$ cat config.mk
export PLATFORM = sky130hd
export DESIGN_NAME = bb_cfg_regs
export DESIGN_NICKNAME = d
export VERILOG_FILES = /design/src/bb_cfg_pkg.sv /design/src/sfd_search_timer.sv /design/src/bb_cfg_regs.sv
export SDC_FILE = /design/constraint.sdc
export NUM_CORES = 1
export LEC_CHECK = 0
export BUFFER_PORTS_ARGS = -buffer_cell sky130_fd_sc_hd__buf_4
export CORE_MARGIN = 4
export CORE_UTILIZATION = 55
export DETAILED_ROUTE_END_ITERATION = 8
export GPL_ROUTABILITY_DRIVEN = 0
export MAX_ROUTING_LAYER = met4
export PLACE_DENSITY_LB_ADDON = 0.1
export SYNTH_ARGS = -nofsm -noshare
export SYNTH_HDL_FRONTEND = slang
export SYNTH_HIERARCHICAL = 1
export SYNTH_SLANG_ARGS = --single-unit
$ cat constraint.sdc
create_clock -name clock_i -period 2.3 [get_ports clock_i]
set_input_delay 0.575 -clock clock_i [delete_from_list [all_inputs] [get_ports clock_i]]
set_output_delay 0.575 -clock clock_i [all_outputs]
set_load 0.05 [all_outputs]
$ cat src/bb_cfg_pkg.sv
// Purpose: shared constants and carriers for the baseband header-rate and cca config bank
// Assumes: one 25 MHz clock, avalon-mm slave with waitrequest, byte addresses
// Notes: reset values of the code registers follow the usual header codes

package bb_cfg_pkg;

  // ***************************************
  // bus and register map
  // ***************************************
  localparam int unsigned ADDR_W = 8;
  localparam int unsigned DATA_W = 32;
  localparam int unsigned REG_W = 8;
  localparam logic [ADDR_W-1:0] OFS_CCA_HI = 8'h30;
  localparam logic [ADDR_W-1:0] OFS_CCA_LO = 8'h34;
  localparam logic [ADDR_W-1:0] OFS_ED_THR = 8'h38;
  localparam logic [ADDR_W-1:0] OFS_SFD_TMR = 8'h3c;
  localparam logic [ADDR_W-1:0] OFS_CODE_1M = 8'h40;
  localparam logic [ADDR_W-1:0] OFS_CODE_2M = 8'h44;
  localparam logic [ADDR_W-1:0] OFS_CODE_5M5 = 8'h48;
  localparam logic [ADDR_W-1:0] OFS_CODE_11M = 8'h4c;
  localparam logic [ADDR_W-1:0] OFS_TX_RATE = 8'h50;
  localparam logic [ADDR_W-1:0] OFS_STATUS = 8'h80;

  // ***************************************
  // fields
  // ***************************************
  localparam int unsigned CCA_THR_W = 15;
  localparam int unsigned CCA_HI_W = 7;
  localparam int unsigned ED_THR_W = 6;
  localparam logic [ED_THR_W-1:0] ED_ALL_ONES = 6'h3f;
  localparam int unsigned RATE_SEL_W = 2;
  localparam int unsigned DELIMITER_SEARCH_TIMER_W = 8;
  localparam int unsigned ST_VALID_BIT = 0;
  localparam int unsigned ST_RATE_LSB = 1;
  localparam int unsigned ST_SEARCH_BIT = 3;
  localparam int unsigned ST_BUSY_BIT = 4;

  // ***************************************
  // reset values
  // ***************************************
  localparam logic [REG_W-1:0] RST_CCA_HI = 8'h00;
  localparam logic [REG_W-1:0] RST_CCA_LO = 8'h00;
  localparam logic [REG_W-1:0] RST_ED_THR = 8'h3f;
  localparam logic [REG_W-1:0] RST_SFD_TMR = 8'h00;
  localparam logic [REG_W-1:0] RST_CODE_1M = 8'h0a;
  localparam logic [REG_W-1:0] RST_CODE_2M = 8'h14;
  localparam logic [REG_W-1:0] RST_CODE_5M5 = 8'h37;
  localparam logic [REG_W-1:0] RST_CODE_11M = 8'h6e;
  localparam logic [REG_W-1:0] RST_TX_RATE = 8'h00;

  // ***************************************
  // timing
  // ***************************************
  localparam int unsigned CLK_PERIOD_NS = 40;
  localparam int unsigned TX_RATE_SETUP_NS = 2000;
  localparam int unsigned TX_RATE_SETUP_CYC =
    (TX_RATE_SETUP_NS + CLK_PERIOD_NS - 1) / CLK_PERIOD_NS;

  // ***************************************
  // types
  // ***************************************
  typedef enum logic [0:0] {
    BUS_IDLE = 1'b0,
    BUS_ACK = 1'b1
  } bus_state_t;

  typedef enum logic [0:0] {
    SRCH_IDLE = 1'b0,
    SRCH_RUN = 1'b1
  } srch_state_t;

  typedef struct packed {
    logic [ADDR_W-1:0] address;
    logic read;
    logic write;
    logic [DATA_W-1:0] writedata;
    logic [3:0] byteenable;
  } avl_req_t;

  typedef struct packed {
    logic [DATA_W-1:0] readdata;
    logic waitrequest;
  } avl_rsp_t;

  typedef struct packed {
    logic [REG_W-1:0] cca_hi;
    logic [REG_W-1:0] cca_lo;
    logic [REG_W-1:0] ed_thr;
    logic [REG_W-1:0] sfd_tmr;
    logic [3:0][REG_W-1:0] code;
    logic [REG_W-1:0] tx_rate;
  } cfg_t;

endpackage : bb_cfg_pkg

$ cat src/sfd_search_timer.sv
// Purpose: times the start-frame-delimiter search of one received header
// Assumes: symbol_tick_i pulses once per symbol period
// Notes: a found delimiter in the same cycle as the last tick wins
`timescale 1ns/100ps
`default_nettype none

module sfd_search_timer
  import bb_cfg_pkg::*;
#(
  parameter int unsigned CNT_W = DELIMITER_SEARCH_TIMER_W
) (
  input wire logic clock_i,
  input wire logic reset_n_i,
  input wire logic [CNT_W-1:0] limit_i,
  input wire logic start_i,
  input wire logic symbol_tick_i,
  input wire logic found_i,
  output logic active_o,
  output logic expired_o
);

  srch_state_t st_q, st_d;
  logic [CNT_W:0] cnt_q, cnt_d, cnt_inc;
  logic exp_q, exp_d;

  always_comb begin
    st_d = st_q;
    cnt_d = cnt_q;
    exp_d = 1'b0;
    cnt_inc = cnt_q + {{CNT_W{1'b0}}, 1'b1};
    unique case (st_q)
      SRCH_IDLE: begin
        if (start_i) begin
          st_d = SRCH_RUN;
          cnt_d = '0;
        end
      end
      SRCH_RUN: begin
        if (found_i) begin
          st_d = SRCH_IDLE;
        end else if (start_i) begin
          cnt_d = '0;
        end else if (symbol_tick_i) begin
          cnt_d = cnt_inc;
          if (cnt_inc >= {1'b0, limit_i}) begin
            st_d = SRCH_IDLE;
            exp_d = 1'b1;
          end
        end
      end
    endcase
  end

  always_ff @(posedge clock_i or negedge reset_n_i) begin
    if (!reset_n_i) begin
      st_q <= SRCH_IDLE;
      cnt_q <= '0;
      exp_q <= 1'b0;
    end else begin
      st_q <= st_d;
      cnt_q <= cnt_d;
      exp_q <= exp_d;
    end
  end

  assign active_o = (st_q == SRCH_RUN);
  assign expired_o = exp_q;
endmodule : sfd_search_timer

`default_nettype wire

$ cat src/bb_cfg_regs.sv
// Purpose: configuration bank for cca thresholds, delimiter timer and header rate codes
// Assumes: avalon-mm master holds each request until waitrequest is low
// Notes: every access takes two cycles; unmapped reads return zero
//
// Implementation choice: register access over Avalon-MM.
`timescale 1ns/100ps
`default_nettype none

module bb_cfg_regs
  import bb_cfg_pkg::*;
(
  input wire logic clock_i,
  input wire logic reset_n_i,
  input wire avl_req_t avl_i,
  output var avl_rsp_t avl_o,
  input wire logic cca_dwell_i,
  input wire logic [CCA_THR_W-1:0] amplitude_quality_metric_i,
  input wire logic [ED_THR_W-1:0] signal_strength_reading_i,
  output logic [CCA_THR_W-1:0] cca_threshold_o,
  output logic quality_pass_o,
  output logic energy_detect_flag_o,
  output logic cca_busy_o,
  input wire logic header_start_i,
  input wire logic symbol_tick_i,
  input wire logic sfd_found_i,
  output logic sfd_searching_o,
  output logic return_to_acq_o,
  output logic [REG_W-1:0] tx_signal_field_o,
  input wire logic rx_field_strobe_i,
  input wire logic [REG_W-1:0] rx_signal_field_i,
  output logic rx_field_valid_o,
  output logic [RATE_SEL_W-1:0] rx_rate_o
);

  // ***************************************
  // helpers
  // ***************************************
  function automatic logic code_match(
    input logic [3:0][REG_W-1:0] codes,
    input logic [REG_W-1:0] field
  );
    logic hit;
    hit = 1'b0;
    for (int i = 0; i < 4; i++) begin
      if (codes[i] == field) begin
        hit = 1'b1;
      end
    end
    return hit;
  endfunction

  function automatic logic [RATE_SEL_W-1:0] code_index(
    input logic [3:0][REG_W-1:0] codes,
    input logic [REG_W-1:0] field
  );
    logic [RATE_SEL_W-1:0] idx;
    idx = '0;
    // lowest index wins if software loads duplicate codes
    for (int i = 3; i >= 0; i--) begin
      if (codes[i] == field) begin
        idx = RATE_SEL_W'(i);
      end
    end
    return idx;
  endfunction

  // ***************************************
  // bus slave
  // ***************************************
  bus_state_t st_q, st_d;
  cfg_t cfg_q, cfg_d;
  logic [DATA_W-1:0] rdata_q, rdata_d;
  logic req;
  logic wr_fire;
  logic [REG_W-1:0] wbyte;
  logic [REG_W-1:0] status;

  // read and write together is illegal; treated as no request
  assign req = avl_i.read ^ avl_i.write;
  assign wr_fire = (st_q == BUS_ACK) && avl_i.write && !avl_i.read
    && avl_i.byteenable[0];
  assign wbyte = avl_i.writedata[REG_W-1:0];

  always_comb begin
    st_d = st_q;
    unique case (st_q)
      BUS_IDLE: begin
        if (req) begin
          st_d = BUS_ACK;
        end
      end
      BUS_ACK: begin
        st_d = BUS_IDLE;
      end
    endcase
  end

  // read data is captured in the wait cycle so it is stable at the ack edge
  always_comb begin
    rdata_d = rdata_q;
    if (st_q == BUS_IDLE && avl_i.read && !avl_i.write) begin
      rdata_d = '0;
      case (avl_i.address)
        OFS_CCA_HI: rdata_d[REG_W-1:0] = cfg_q.cca_hi;
        OFS_CCA_LO: rdata_d[REG_W-1:0] = cfg_q.cca_lo;
        OFS_ED_THR: rdata_d[REG_W-1:0] = cfg_q.ed_thr;
        OFS_SFD_TMR: rdata_d[REG_W-1:0] = cfg_q.sfd_tmr;
        OFS_CODE_1M: rdata_d[REG_W-1:0] = cfg_q.code[0];
        OFS_CODE_2M: rdata_d[REG_W-1:0] = cfg_q.code[1];
        OFS_CODE_5M5: rdata_d[REG_W-1:0] = cfg_q.code[2];
        OFS_CODE_11M: rdata_d[REG_W-1:0] = cfg_q.code[3];
        OFS_TX_RATE: rdata_d[REG_W-1:0] = cfg_q.tx_rate;
        OFS_STATUS: rdata_d[REG_W-1:0] = status;
        default: rdata_d = '0;
      endcase
    end
  end

  always_comb begin
    cfg_d = cfg_q;
    if (wr_fire) begin
      case (avl_i.address)
        OFS_CCA_HI: cfg_d.cca_hi = wbyte;
        OFS_CCA_LO: cfg_d.cca_lo = wbyte;
        OFS_ED_THR: cfg_d.ed_thr = wbyte;
        OFS_SFD_TMR: cfg_d.sfd_tmr = wbyte;
        OFS_CODE_1M: cfg_d.code[0] = wbyte;
        OFS_CODE_2M: cfg_d.code[1] = wbyte;
        OFS_CODE_5M5: cfg_d.code[2] = wbyte;
        OFS_CODE_11M: cfg_d.code[3] = wbyte;
        OFS_TX_RATE: cfg_d.tx_rate = wbyte;
        default: cfg_d = cfg_q;
      endcase
    end
  end

  always_ff @(posedge clock_i or negedge reset_n_i) begin
    if (!reset_n_i) begin
      st_q <= BUS_IDLE;
      rdata_q <= '0;
      cfg_q.cca_hi <= RST_CCA_HI;
      cfg_q.cca_lo <= RST_CCA_LO;
      cfg_q.ed_thr <= RST_ED_THR;
      cfg_q.sfd_tmr <= RST_SFD_TMR;
      cfg_q.code[0] <= RST_CODE_1M;
      cfg_q.code[1] <= RST_CODE_2M;
      cfg_q.code[2] <= RST_CODE_5M5;
      cfg_q.code[3] <= RST_CODE_11M;
      cfg_q.tx_rate <= RST_TX_RATE;
    end else begin
      st_q <= st_d;
      rdata_q <= rdata_d;
      cfg_q <= cfg_d;
    end
  end

  // one continuous assignment drives the whole response struct
  assign avl_o = '{readdata: rdata_q, waitrequest: req && (st_q == BUS_IDLE)};

  // ***************************************
  // clear channel assessment
  // ***************************************
  logic qpass_q, qpass_d;
  logic ed_q, ed_d;
  logic busy_q, busy_d;
  logic ed_enable;

  assign cca_threshold_o = {cfg_q.cca_hi[CCA_HI_W-1:0], cfg_q.cca_lo};
  assign ed_enable = (cfg_q.ed_thr[ED_THR_W-1:0] != ED_ALL_ONES);

  always_comb begin
    qpass_d = qpass_q;
    if (cca_dwell_i) begin
      qpass_d = (amplitude_quality_metric_i >= cca_threshold_o);
    end
    ed_d = ed_enable
      && (signal_strength_reading_i >= cfg_q.ed_thr[ED_THR_W-1:0]);
    busy_d = qpass_d || ed_d;
  end

  always_ff @(posedge clock_i or negedge reset_n_i) begin
    if (!reset_n_i) begin
      qpass_q <= 1'b0;
      ed_q <= 1'b0;
      busy_q <= 1'b0;
    end else begin
      qpass_q <= qpass_d;
      ed_q <= ed_d;
      busy_q <= busy_d;
    end
  end

  assign quality_pass_o = qpass_q;
  assign energy_detect_flag_o = ed_q;
  assign cca_busy_o = busy_q;

  // ***************************************
  // delimiter search
  // ***************************************
  sfd_search_timer #(
    .CNT_W(DELIMITER_SEARCH_TIMER_W)
  ) u_delimiter_search_timer (
    .clock_i(clock_i),
    .reset_n_i(reset_n_i),
    .limit_i(cfg_q.sfd_tmr),
    .start_i(header_start_i),
    .symbol_tick_i(symbol_tick_i),
    .found_i(sfd_found_i),
    .active_o(sfd_searching_o),
    .expired_o(return_to_acq_o)
  );

  // ***************************************
  // header signalling field
  // ***************************************
  logic [REG_W-1:0] txf_q, txf_d;
  logic rxv_q, rxv_d;
  logic [RATE_SEL_W-1:0] rxr_q, rxr_d;

  always_comb begin
    txf_d = cfg_q.code[cfg_q.tx_rate[RATE_SEL_W-1:0]];
    rxv_d = rxv_q;
    rxr_d = rxr_q;
    if (rx_field_strobe_i) begin
      rxv_d = code_match(cfg_q.code, rx_signal_field_i);
      rxr_d = code_index(cfg_q.code, rx_signal_field_i);
    end else if (header_start_i) begin
      rxv_d = 1'b0;
    end
  end

  always_ff @(posedge clock_i or negedge reset_n_i) begin
    if (!reset_n_i) begin
      txf_q <= RST_CODE_1M;
      rxv_q <= 1'b0;
      rxr_q <= '0;
    end else begin
      txf_q <= txf_d;
      rxv_q <= rxv_d;
      rxr_q <= rxr_d;
    end
  end

  assign tx_signal_field_o = txf_q;
  assign rx_field_valid_o = rxv_q;
  assign rx_rate_o = rxr_q;

  always_comb begin
    status = '0;
    status[ST_VALID_BIT] = rxv_q;
    status[ST_RATE_LSB +: RATE_SEL_W] = rxr_q;
    status[ST_SEARCH_BIT] = sfd_searching_o;
    status[ST_BUSY_BIT] = busy_q;
  end
endmodule : bb_cfg_regs

`default_nettype wire

==> Implementation_results.wiki, run 1 <==
{| class="wikitable"
! Metric !! Value
|-
| DR WL/cell || 20.5 microns
|-
| Largest fanout on the critical path || 4
|-
| Period utilization || 97.5%
|-
| Leakage power || 0.00357 uW
|-
| Hold slack || 0.163 ns
|-
| Placeable Area || roughly 0.011 sq mm
|-
| Total design power || about 4300 uW
|-
| Number of optimization iterations in the first detailed-route pass || 5
|-
| Clock sinks || 106
|-
| Number of CTS-inserted buffers || 9
|-
| Clock input transition at the sequential cells of the worst setup and hold paths || 0.07 ns
|-
| Post-place setup slack || -0.184 ns
|-
| Maximum number of pins on one net before global-route repair || 48
|-
| Share of flip-flops with an asynchronous set or reset || between 90% and 100%
|-
| Slew Viols, Final || 0
|-
| Synthesis-to-finish area growth || 18.5%
|-
| Number of enable-type register cells in the synthesized netlist || 0
|-
| Most frequently used flop master after synthesis || sky130_fd_sc_hd__dfrtp_1
|-
| Std-Cell Rows || 39
|-
| Area share of the leading cell type in the synthesized netlist || 32.5%
|-
| DRC || 0
|-
| Power density over cell area || 559 mW/mm^2
|-
| Avg Synthesized Cell Area || between 10 and 15 sq um
|-
| Placement-stage cell area || 0.00729 sq mm
|-
| Setup TNS || 0 ns
|-
| YS warnings || 6
|-
| Placed wire-length estimate || 13000 microns
|-
| Largest area contributor in the synthesized netlist || sky130_fd_sc_hd__dfrtp_1
|-
| Global-route total usage across every layer || 27.2%
|-
| Sequential area share after synthesis || 41.4%
|-
| Initial antenna violation count || 1
|-
| Path class of the lowest-slack min-delay path || in2async
|-
| Endpoints failing hold || 0
|-
| Pin slew with the least headroom to its limit || 0.584 ns
|-
| Crit path required time || between 2 and 3 ns
|-
| Type of origin of the critical path || register
|-
| CTS tree || built
|-
| Total standard cell area after synthesis || 0.00647 sq mm
|-
| Clock Root Buffer || sky130_fd_sc_hd__clkbuf_16
|-
| Port Buf Inserts || 94
|-
| Width of the die || between 100 and 150 microns
|-
| Number of placed I/O pins || 146
|-
| Startpoint-to-endpoint class of the critical path || reg2reg
|-
| Number of vias in the routed layout || 4943
|-
| DRC violation total after the first TritonRoute iteration || 379
|-
| Min cycle time layout || 2.24 ns
|-
| Grt ovf || 0
|-
| Flops & latches, synth || 106
|-
| Slew margin rel. || 61.0%
|-
| Most used standard cell by instance count after synthesis || sky130_fd_sc_hd__dfrtp_1
|-
| Setup crit end kind || register
|-
| Number of nets in the finished design || 805
|-
| Max Cap Viol || 0
|-
| Post-route cell area || 0.00767 sq mm
|-
| CTS HTree Levels || 3
|-
| Final clock skew || 0.0133 ns
|-
| Worst r2r dst || u_delimiter_search_timer/expired_o
|-
| Via density per instance || a little under 6
|-
| Register-to-Register Setup Slack || 0.06 ns
|-
| Highest Clock Rate || around 0.45 GHz
|-
| Wire length of the first global-routing pass || ~27000 microns
|-
| Skew-Pair Late Insertion Delay || 0.36 ns
|-
| Starting Density || 56.4%
|-
| Hold_buf cts || 0
|-
| Crit Reg-Reg Startpoint || u_delimiter_search_timer/cnt_q[1]
|-
| Ratio of cells with drive above 1 in the final layout || 36.2%
|-
| Worst IR drop on VDD || 714 uV
|-
| Post-detailed-routing wire length || between 15000 and 20000 microns
|-
| Antenna Nets Post-Route || 0
|-
| Final setup violation count || 0
|-
| Via count of the first global-routing pass || 4932
|-
| Overall die area || 0.0136 sq mm
|-
| Depth of the most critical reg-to-reg path || 9
|-
| Netlist cell types || 71
|-
| Arrival time worst endpoint || 2.48 ns
|-
| Final worst setup slack || between 0.05 and 0.06 ns
|-
| Instance count of the mapped netlist || roughly 600
|-
| Most instantiated cells after synthesis || sky130_fd_sc_hd__dfrtp_1, sky130_fd_sc_hd__mux2_2, sky130_fd_sc_hd__buf_4, sky130_fd_sc_hd__inv_1, sky130_fd_sc_hd__nand2_1
|-
| Run status || completed
|-
| Clock buffer depth || 2
|-
| Synth area leaders || sky130_fd_sc_hd__dfrtp_1, sky130_fd_sc_hd__dfstp_2, sky130_fd_sc_hd__mux2_2
|-
| Die Y || 116 microns
|}
-- sequential cells by signal, indices dropped and copies added, names as in the netlist, 2 cells and up --
register / count
cca_threshold_o: 15
cfg_q: 57
rdata_q: 8
rx_rate_o: 2
tx_signal_field_o: 8
u_delimiter_search_timer/cnt_q: 9
-- where the power goes --
part / switching, uW / internal [uW]
Clock: 694 / 875
Sequential: 45.2 / 1920
Combinational: 500 / 257
-- stage by stage --
step                      util [%]  std cells
after floorplan                  -        618
after global placement        63.6        823
after detailed placement      63.6        823
after CTS                     66.3        839
after global routing          66.9        842
final                         66.9        842
-- logic make-up after synthesis --
| family | Yosys count | share of synthesized area, % |
|---|---|---|
| and+or+nand+nor | 129 | 10.7 |
| DFF | 106 | 41.4 |
| buffers and inverters | 105 | 8.93 |
| AOI/OAI and AO/OA | 104 | 11.0 |
| muxes | 80 | 16.5 |
| xor gates and xnor gates | 40 | 5.53 |
| adders and majority gates | 30 | 5.80 |
| other | 1 | 0.0580 |
-- final cells by class --
| type | count | area [sq um] |
|---|---|---|
| fillers | 896 | 3800 |
| multi-input cells | 407 | 3350 |
| flip-flops and latches | 106 | 2680 |
| repair buffers | 131 | 1010 |
| clock buffers | 12 | 246 |
| well taps | 143 | 179 |
| inverters | 38 | 143 |
| clock inverters | 4 | 51.3 |
| diodes | 1 | 2.50 |
-- how the worst max path moves through the flow --
stage                                      start                            endpoint  slack, ns
6_report       u_delimiter_search_timer/cnt_q[1]  u_delimiter_search_timer/expired_o       0.06
5_1_grt        u_delimiter_search_timer/cnt_q[1]  u_delimiter_search_timer/expired_o      -0.02
4_1_cts        u_delimiter_search_timer/cnt_q[1]  u_delimiter_search_timer/expired_o       0.02
3_5_place_dp       amplitude_quality_metric_i[0]                          cca_busy_o      -0.18
3_3_place_gp       amplitude_quality_metric_i[0]                          cca_busy_o      -0.17
2_1_floorplan                          avl_i[40]                            cfg_q[0]      -0.07
-- worst max-delay path, stage by stage, from the launching register on --
cell and delay [ns]:
sky130_fd_sc_hd__dfrtp_1 0.42, sky130_fd_sc_hd__ha_4 0.18, sky130_fd_sc_hd__nand3_1 0.14, sky130_fd_sc_hd__xnor2_2 0.30, sky130_fd_sc_hd__ha_4 0.26, sky130_fd_sc_hd__a211oi_2 0.19, sky130_fd_sc_hd__o211ai_1 0.11, sky130_fd_sc_hd__a31oi_1 0.15
sky130_fd_sc_hd__o211ai_1 0.19, sky130_fd_sc_hd__nor2b_1 0.18
-- cells in the final DEF, fill, tap and decap left out, types with 4 or more instances in the layout --
cell and instances:
sky130_fd_sc_hd__a21o_1 6, sky130_fd_sc_hd__a22oi_1 7, sky130_fd_sc_hd__conb_1 24, sky130_fd_sc_hd__or3_1 4, sky130_fd_sc_hd__a22o_1 4, sky130_fd_sc_hd__nand2_1 36, sky130_fd_sc_hd__buf_4 129, sky130_fd_sc_hd__dfstp_2 22
sky130_fd_sc_hd__clkbuf_16 9, sky130_fd_sc_hd__nor2_1 29, sky130_fd_sc_hd__xor2_1 11, sky130_fd_sc_hd__xnor2_1 27, sky130_fd_sc_hd__a32oi_1 6, sky130_fd_sc_hd__o32ai_1 4, sky130_fd_sc_hd__nand3_1 10, sky130_fd_sc_hd__dfrtp_1 83
sky130_fd_sc_hd__a21oi_1 12, sky130_fd_sc_hd__o21ai_0 26, sky130_fd_sc_hd__o22ai_1 4, sky130_fd_sc_hd__a31oi_1 6, sky130_fd_sc_hd__mux2i_1 9, sky130_fd_sc_hd__inv_1 38, sky130_fd_sc_hd__mux2_2 50, sky130_fd_sc_hd__ha_1 28
sky130_fd_sc_hd__nor4_1 4, sky130_fd_sc_hd__nor2b_1 4, sky130_fd_sc_hd__nand4_1 14, sky130_fd_sc_hd__nand2b_1 5, sky130_fd_sc_hd__mux2_4 8, sky130_fd_sc_hd__mux4_2 12
-- routing by layer --
layer	vias up	wire length, microns	track usage (%)
li1	2273	-	-
met1	2435	7230	34.8
met5	-	0	-
met4	0	427	8.58
met3	29	1280	6.53
met2	206	8370	43.0
-- what timing repair did --
action / 4_1_cts / 5_1_grt
setup endpoints to repair: 2 / 4
cloned: 0 / 0
resized for setup: 1 / 7
pin swaps: 0 / 2
setup buffers: 0 / 2
Power figures use the tool's default switching activity.
==> inputs of run 2 (changes only) <==
Settings changed: ABC_AREA set to 1, BUFFER_PORTS_ARGS -buffer_cell sky130_fd_sc_hd__buf_4 to -buffer_cell sky130_fd_sc_hd__buf_2, CORE_UTILIZATION 55 to 56, PLACE_DENSITY set to 0.88, PLACE_DENSITY_LB_ADDON 0.1 to unset.
==> Implementation_results.wiki, run 2 <==
{| class="wikitable"
! Metric !! Value
|-
| Most used standard cell by instance count after synthesis || sky130_fd_sc_hd__nand2_1
|-
| Starting Density || 57.3%
|-
| Number of vias in the routed layout || 6018
|-
| DRC violation total after the first TritonRoute iteration || 495
|-
| Grt ovf || 0
|-
| Placement-stage cell area || 0.00724 sq mm
|-
| Switching Share || approximately 28%
|-
| Maximum number of pins on one net before global-route repair || 43
|-
| P_int || approximately 2900 uW
|-
| DRC || 0
|-
| Leakage power || 0.00382 uW
|-
| Via density per instance || 5.31
|-
| Die Y || 119 microns
|-
| Global-route total usage across every layer || 25.2%
|-
| Worst IR drop on VDD || 324 uV
|-
| Power density over cell area || 538 mW/mm^2
|-
| Crit Reg-Reg Startpoint || u_delimiter_search_timer/cnt_q[0]
|-
| Crit path from || st_q
|-
| Part of the total power dissipated in combinational logic || 13.4%
|-
| Register with the most flip-flops || cfg_q
|-
| Number of optimization iterations in the first detailed-route pass || 6
|-
| Flops & latches, synth || ~110
|-
| Sequential area share after synthesis || slightly below 40%
|-
| Slew margin rel. || 61.9%
|-
| Clock Root Buffer || sky130_fd_sc_hd__clkbuf_16
|-
| Total design power || approximately 4100 uW
|-
| Setup crit end kind || primary output
|-
| Skew-Pair Late Insertion Delay || 0.35 ns
|-
| Crit path required time || 1.73 ns
|-
| Max Cap Viol || 0
|-
| Std-Cell Rows || 40
|-
| Pin slew with the least headroom to its limit || between 0.5 and 0.6 ns
|-
| Clock buffer depth || 2
|-
| Number of placed I/O pins || approximately 150
|-
| Startpoint-to-endpoint class of the critical path || reg2out
|-
| Instance count of the mapped netlist || 890
|-
| Part of the power in the clock network || 39.5%
|-
| CTS HTree Levels || 3
|-
| Post-detailed-routing wire length || 17000 microns
|-
| CTS tree || built
|-
| Slew Viols, Final || 0
|-
| Width of the die || 119 microns
|-
| Worst r2r dst || u_delimiter_search_timer/expired_o
|-
| Most frequent standard cell in the layout excluding fill and tap cells || sky130_fd_sc_hd__nand2_1
|-
| Post-route cell area || 0.00757 sq mm
|-
| Largest fanout on the critical path || 3
|-
| Critical path destination || avl_o[0]
|-
| Netlist cell types || 34
|-
| Synth area leaders || sky130_fd_sc_hd__dfrtp_1, sky130_fd_sc_hd__nand2_1, sky130_fd_sc_hd__dfstp_2
|-
| Ratio of cells with drive above 1 in the final layout || 19.3%
|-
| Final clock skew || 0.00619 ns
|-
| Overall die area || 0.0142 sq mm
|-
| Most frequently used flop master after synthesis || sky130_fd_sc_hd__dfrtp_1
|-
| Final cell utilization of the core || 62.8%
|-
| Arrival time worst endpoint || 1.52 ns
|-
| Clock input transition at the sequential cells of the worst setup and hold paths || 0.07 ns
|-
| Final setup violation count || 0
|-
| Max FFs per register || between 50 and 60
|-
| Via count of the first global-routing pass || 5689
|-
| Synthesis-to-finish area growth || 9.52%
|-
| Antenna Nets Post-Route || 0
|-
| Clock sinks || 106
|-
| Avg Synthesized Cell Area || 7.77 sq um
|-
| Share of flip-flops with an asynchronous set or reset || 100%
|-
| Register-to-Register Setup Slack || 0.21 ns
|-
| Placeable Area || about 0.012 sq mm
|-
| Highest cell delay on the worst timing path || between 0.4 and 0.5 ns
|-
| Highest Clock Rate || 0.477 GHz
|-
| Wire length of the first global-routing pass || 27900 microns
|-
| Number of enable-type register cells in the synthesized netlist || 0
|-
| Type of origin of the critical path || register
|-
| Switching power of the nets || 1150 uW
|-
| Total standard cell area after synthesis || 0.00691 sq mm
|-
| Relative contribution of sequential cells to total power || 47.1%
|-
| Number of nets in the finished design || 1072
|-
| Period utilization || between 90% and 100%
|-
| Path class of the lowest-slack min-delay path || in2async
|-
| Depth of the most critical reg-to-reg path || 14
|-
| Port Buf Inserts || 94
|-
| Number of antenna diodes || 0
|-
| Final worst setup slack || about 0.20 ns
|-
| Cell chain of the critical path || nor3_2 -> clkinv_1 -> o21ai_0 -> buf_2
|-
| Post-place setup slack || 0.137 ns
|-
| Area share of the leading cell type in the synthesized netlist || 30.4%
|-
| Initial antenna violation count || 0
|-
| Endpoints failing hold || 0
|-
| DR WL/cell || between 15 and 20 microns
|-
| Most instantiated cells after synthesis || sky130_fd_sc_hd__nand2_1, sky130_fd_sc_hd__inv_1, sky130_fd_sc_hd__o21ai_0, sky130_fd_sc_hd__nand3_1, sky130_fd_sc_hd__dfrtp_1
|-
| Commonest cells after routing, fill and taps aside || sky130_fd_sc_hd__nand2_1, sky130_fd_sc_hd__inv_1, sky130_fd_sc_hd__buf_2
|-
| Run status || completed
|-
| Min cycle time layout || approximately 2.1 ns
|-
| Number of CTS-inserted buffers || 9
|-
| Placed wire-length estimate || roughly 12000 microns
|-
| Largest area contributor in the synthesized netlist || sky130_fd_sc_hd__dfrtp_1
|-
| YS warnings || 6
|-
| Worst-path cell with the longest stage delay || sky130_fd_sc_hd__dfrtp_1
|}
run 2: cell count changes in the layout (fill, tap and decap cells not counted), sizes merged, moves of 26 or more:
| cell | change |
|---|---|
| inv | +66 |
| nor2 | +40 |
| buf | -26 |
| nand3 | +86 |
| o21ai | +72 |
| nand2 | +206 |
| mux2 | -58 |
run 2: cells by family after synthesis:
kind of cell | Yosys count | share of synthesized area, %
XOR/XNOR | 34 | 4.31
adder cells (fa/ha/maj) | 30 | 5.43
AO/OA/AOI/OAI | 129 | 10.1
buffers and inverters | 172 | 13.5
AND/OR/NAND/NOR | 418 | 27.9
other | 1 | 0.0542
flip-flops | 106 | 38.8
run 2: how the worst min path moves through the flow:
stage	cells after the start	end	slack, ns
after floorplan	0	cca_busy_o	0.28
after global placement	2	rdata_q[1]	0.46
after detailed placement	2	rdata_q[1]	0.46
after CTS	1	cca_threshold_o[1]	0.22
after global routing	1	cca_threshold_o[1]	0.25
final	1	cca_threshold_o[1]	0.20
run 2: power groups by stage:
| stage | Clock [uW] | Sequential [uW] | Combinational (uW) |
|---|---|---|---|
| 2_1_floorplan | 0 | 1980 | 369 |
| 3_3_place_gp | 0 | 1950 | 528 |
| 3_5_place_dp | 0 | 1950 | 541 |
| 4_1_cts | 1630 | 1920 | 543 |
| 5_1_grt | 1690 | 1920 | 602 |
| 6_report | 1610 | 1920 | 546 |
run 2: routing by layer:
metal / global-route usage, % / routed length, microns / vias to the layer above
li1: - / - / 2926
met4: 9.49 / 397 / 0
met3: 4.65 / 1280 / 33
met1: 29.9 / 6640 / 2818
met5: - / 0 / -
met2: 42.6 / 8730 / 241
run 2: worst max-delay path, delay by kind of cell (launching register included):
kind | cells | cell delay, ns
simple gates | 1 | 0.24
compound gates | 1 | 0.11
flops | 1 | 0.41
buf+inv | 2 | 0.41
run 2: layout make-up:
| cell class | instances | area, sq um |
|---|---|---|
| fill | 1039 | 4490 |
| multi-input combinational | 635 | 3400 |
| sequential | 106 | 2680 |
| timing repair buffer | 105 | 581 |
| inverter | 103 | 387 |
| clock buffer | 10 | 239 |
| tap | 168 | 210 |
| clock inverter | 6 | 73.8 |
run 2: per-stage QoR:
stage / TNS [ns] / instances / hold WS, ns
after global routing: -0.00346 / 1133 / 0.248
after global placement: 0 / 1116 / 0.457
final: 0 / 1133 / 0.200
after floorplan: 0 / 913 / 0.279
after detailed placement: 0 / 1116 / 0.461
after CTS: 0 / 1132 / 0.223
run 2: what timing repair did:
item / CTS / global route
gates resized for setup: 0 / 3
endpoints found under the setup margin: 0 / 2
hold buffers: 0 / 0
setup buffers: 0 / 1
==> inputs of run 3 (changes only) <==
Settings changed: PLACE_DENSITY 0.88 to 0.82.
==> Implementation_results.wiki, run 3 (synthesized netlist as in run 2, its figures left out) <==
{| class="wikitable"
! Metric !! Value
|-
| Final cell utilization of the core || 62.5%
|-
| Clock Root Buffer || sky130_fd_sc_hd__clkbuf_16
|-
| Die Y || about 120 microns
|-
| Crit path required time || between 1.5 and 2 ns
|-
| Register with the most flip-flops || cfg_q
|-
| Maximum number of pins on one net before global-route repair || 39
|-
| DRC violation total after the first TritonRoute iteration || 517
|-
| Global-route total usage across every layer || 25.3%
|-
| Number of antenna diodes || 0
|-
| Placed wire-length estimate || 12400 microns
|-
| Number of vias in the routed layout || 5950
|-
| Largest fanout on the critical path || 3
|-
| Setup crit end kind || primary output
|-
| Slew Viols, Final || 0
|-
| Max Cap Viol || 0
|-
| Via density per instance || 5.26
|-
| Clock buffer depth || 2
|-
| Hold slack || 0.170 ns
|-
| Post-detailed-routing wire length || 16900 microns
|-
| Setup repair after global routing missed its margin || no
|-
| Leakage power || ~0.0038 uW
|-
| Number of optimization iterations in the first detailed-route pass || 5
|-
| Setup TNS || 0 ns
|-
| Width of the die || 119 microns
|-
| Power density over cell area || 523 mW/mm^2
|-
| Max FFs per register || 57
|-
| Grt ovf || 0
|-
| Period utilization || between 90% and 100%
|-
| Std-Cell Rows || 40
|-
| Post-place setup slack || 0.161 ns
|-
| Skew-Pair Late Insertion Delay || 0.35 ns
|-
| Number of nets in the finished design || 1070
|-
| Arrival time worst endpoint || 1.53 ns
|-
| Number of placed I/O pins || 146
|-
| DR WL/cell || 14.9 microns
|-
| Endpoints failing hold || 0
|-
| Run status || completed
|-
| Port Buf Inserts || 94
|-
| Path class of the lowest-slack min-delay path || in2async
|-
| Final clock skew || 0.00338 ns
|-
| Min cycle time layout || 2.11 ns
|-
| Clock input transition at the sequential cells of the worst setup and hold paths || 0.07 ns
|-
| Placeable Area || 0.0121 sq mm
|-
| Final setup violation count || 0
|-
| Synthesis-to-finish area growth || 8.98%
|-
| Slew margin rel. || 64.4%
|-
| DRC || 0
|-
| Clock sinks || 106
|-
| Ratio of cells with drive above 1 in the final layout || 19.0%
|-
| Commonest cells after routing, fill and taps aside || sky130_fd_sc_hd__nand2_1, sky130_fd_sc_hd__inv_1, sky130_fd_sc_hd__buf_2
|-
| Via count of the first global-routing pass || 5689
|-
| CTS tree || built
|-
| Initial antenna violation count || 0
|-
| Final worst setup slack || 0.191 ns
|-
| Type of origin of the critical path || register
|-
| Highest Clock Rate || 0.474 GHz
|-
| Most frequent standard cell in the layout excluding fill and tap cells || sky130_fd_sc_hd__nand2_1
|-
| Antenna Nets Post-Route || 0
|-
| Wire length of the first global-routing pass || 27800 microns
|-
| Worst IR drop on VDD || 294 uV
|-
| Startpoint-to-endpoint class of the critical path || reg2out
|-
| CTS HTree Levels || 3
|-
| Pin slew with the least headroom to its limit || 0.533 ns
|-
| Starting Density || 57.3%
|-
| Overall die area || between 0.01 and 0.015 sq mm
|-
| Number of CTS-inserted buffers || 9
|}
==> run 3: cell count changes in the layout (fill, tap and decap cells not counted), sizes merged <==
cell / before / now
clkinv: 4 / 3
clkinvlp: 0 / 3
inv: 104 / 103
bufinv: 1 / 0
buf: 105 / 103
==> run 3: layer usage <==
metal,part of all wire (%),routed length (microns),GRT usage (%),vias up
li1,-,-,-,2927
met1,40,6780,31.3,2712
met2,49,8280,41.0,266
met3,7.5,1270,4.27,45
met4,3.4,567,11.1,0
met5,0,0,-,-
==> run 3: cell type report <==
type / count / area (sq um)
flip-flops and latches: 106 / 2680
multi-input cells: 635 / 3400
clock buffers: 10 / 239
fillers: 1061 / 4530
well taps: 168 / 210
inverters: 103 / 387
clock inverters: 6 / 41.3
repair buffers: 103 / 578
==> run 3: worst max-delay path, stage by stage, from the launching register on <==
cell and delay (ns):
sky130_fd_sc_hd__dfrtp_1 0.41, sky130_fd_sc_hd__nor3_2 0.24, sky130_fd_sc_hd__clkinv_1 0.11, sky130_fd_sc_hd__o21ai_0 0.12, sky130_fd_sc_hd__buf_2 0.31
==> run 3: path summary, 6_finish.rpt <==
path,startpoint,end,slack (ns),depth (start not counted)
min in group clock_i,rdata_q[7],rdata_q[7],0.48,2
min reg2reg,rdata_q[7],rdata_q[7],0.48,2
min,reset_n_i,cca_threshold_o[0],0.17,1
max in group asynchronous,reset_n_i,cfg_q[35],1.50,2
max reg2reg,u_delimiter_search_timer/cnt_q[1],u_delimiter_search_timer/expired_o,0.20,14
max,st_q,avl_o[0],0.19,4
==> run 3: through the flow <==
stage,power (uW),cells,cell area [sq um]
2_1_floorplan,2350,913,7000
3_3_place_gp,2480,1114,7240
3_5_place_dp,2490,1114,7240
4_1_cts,3940,1130,7520
5_1_grt,4100,1131,7530
6_report,3940,1131,7530
==> run 3: what timing repair did <==
| item | CTS | global route |
|---|---|---|
| hold buffers | 0 | 0 |
| buffers inserted | 0 | 1 |
| endpoints found under the setup margin | 0 | 2 |
| gates resized for setup | 0 | 2 |
==> run 3: report_power, final <==
part / switching, uW / leakage [uW] / total [uW] / internal, uW
combinational: 399 / 0.00228 / 547 / 148
sequential: 26.3 / 0.00138 / 1920 / 1890
clock: 710 / 0.000131 / 1470 / 764
total: 1140 / 0.00379 / 3940 / 2800
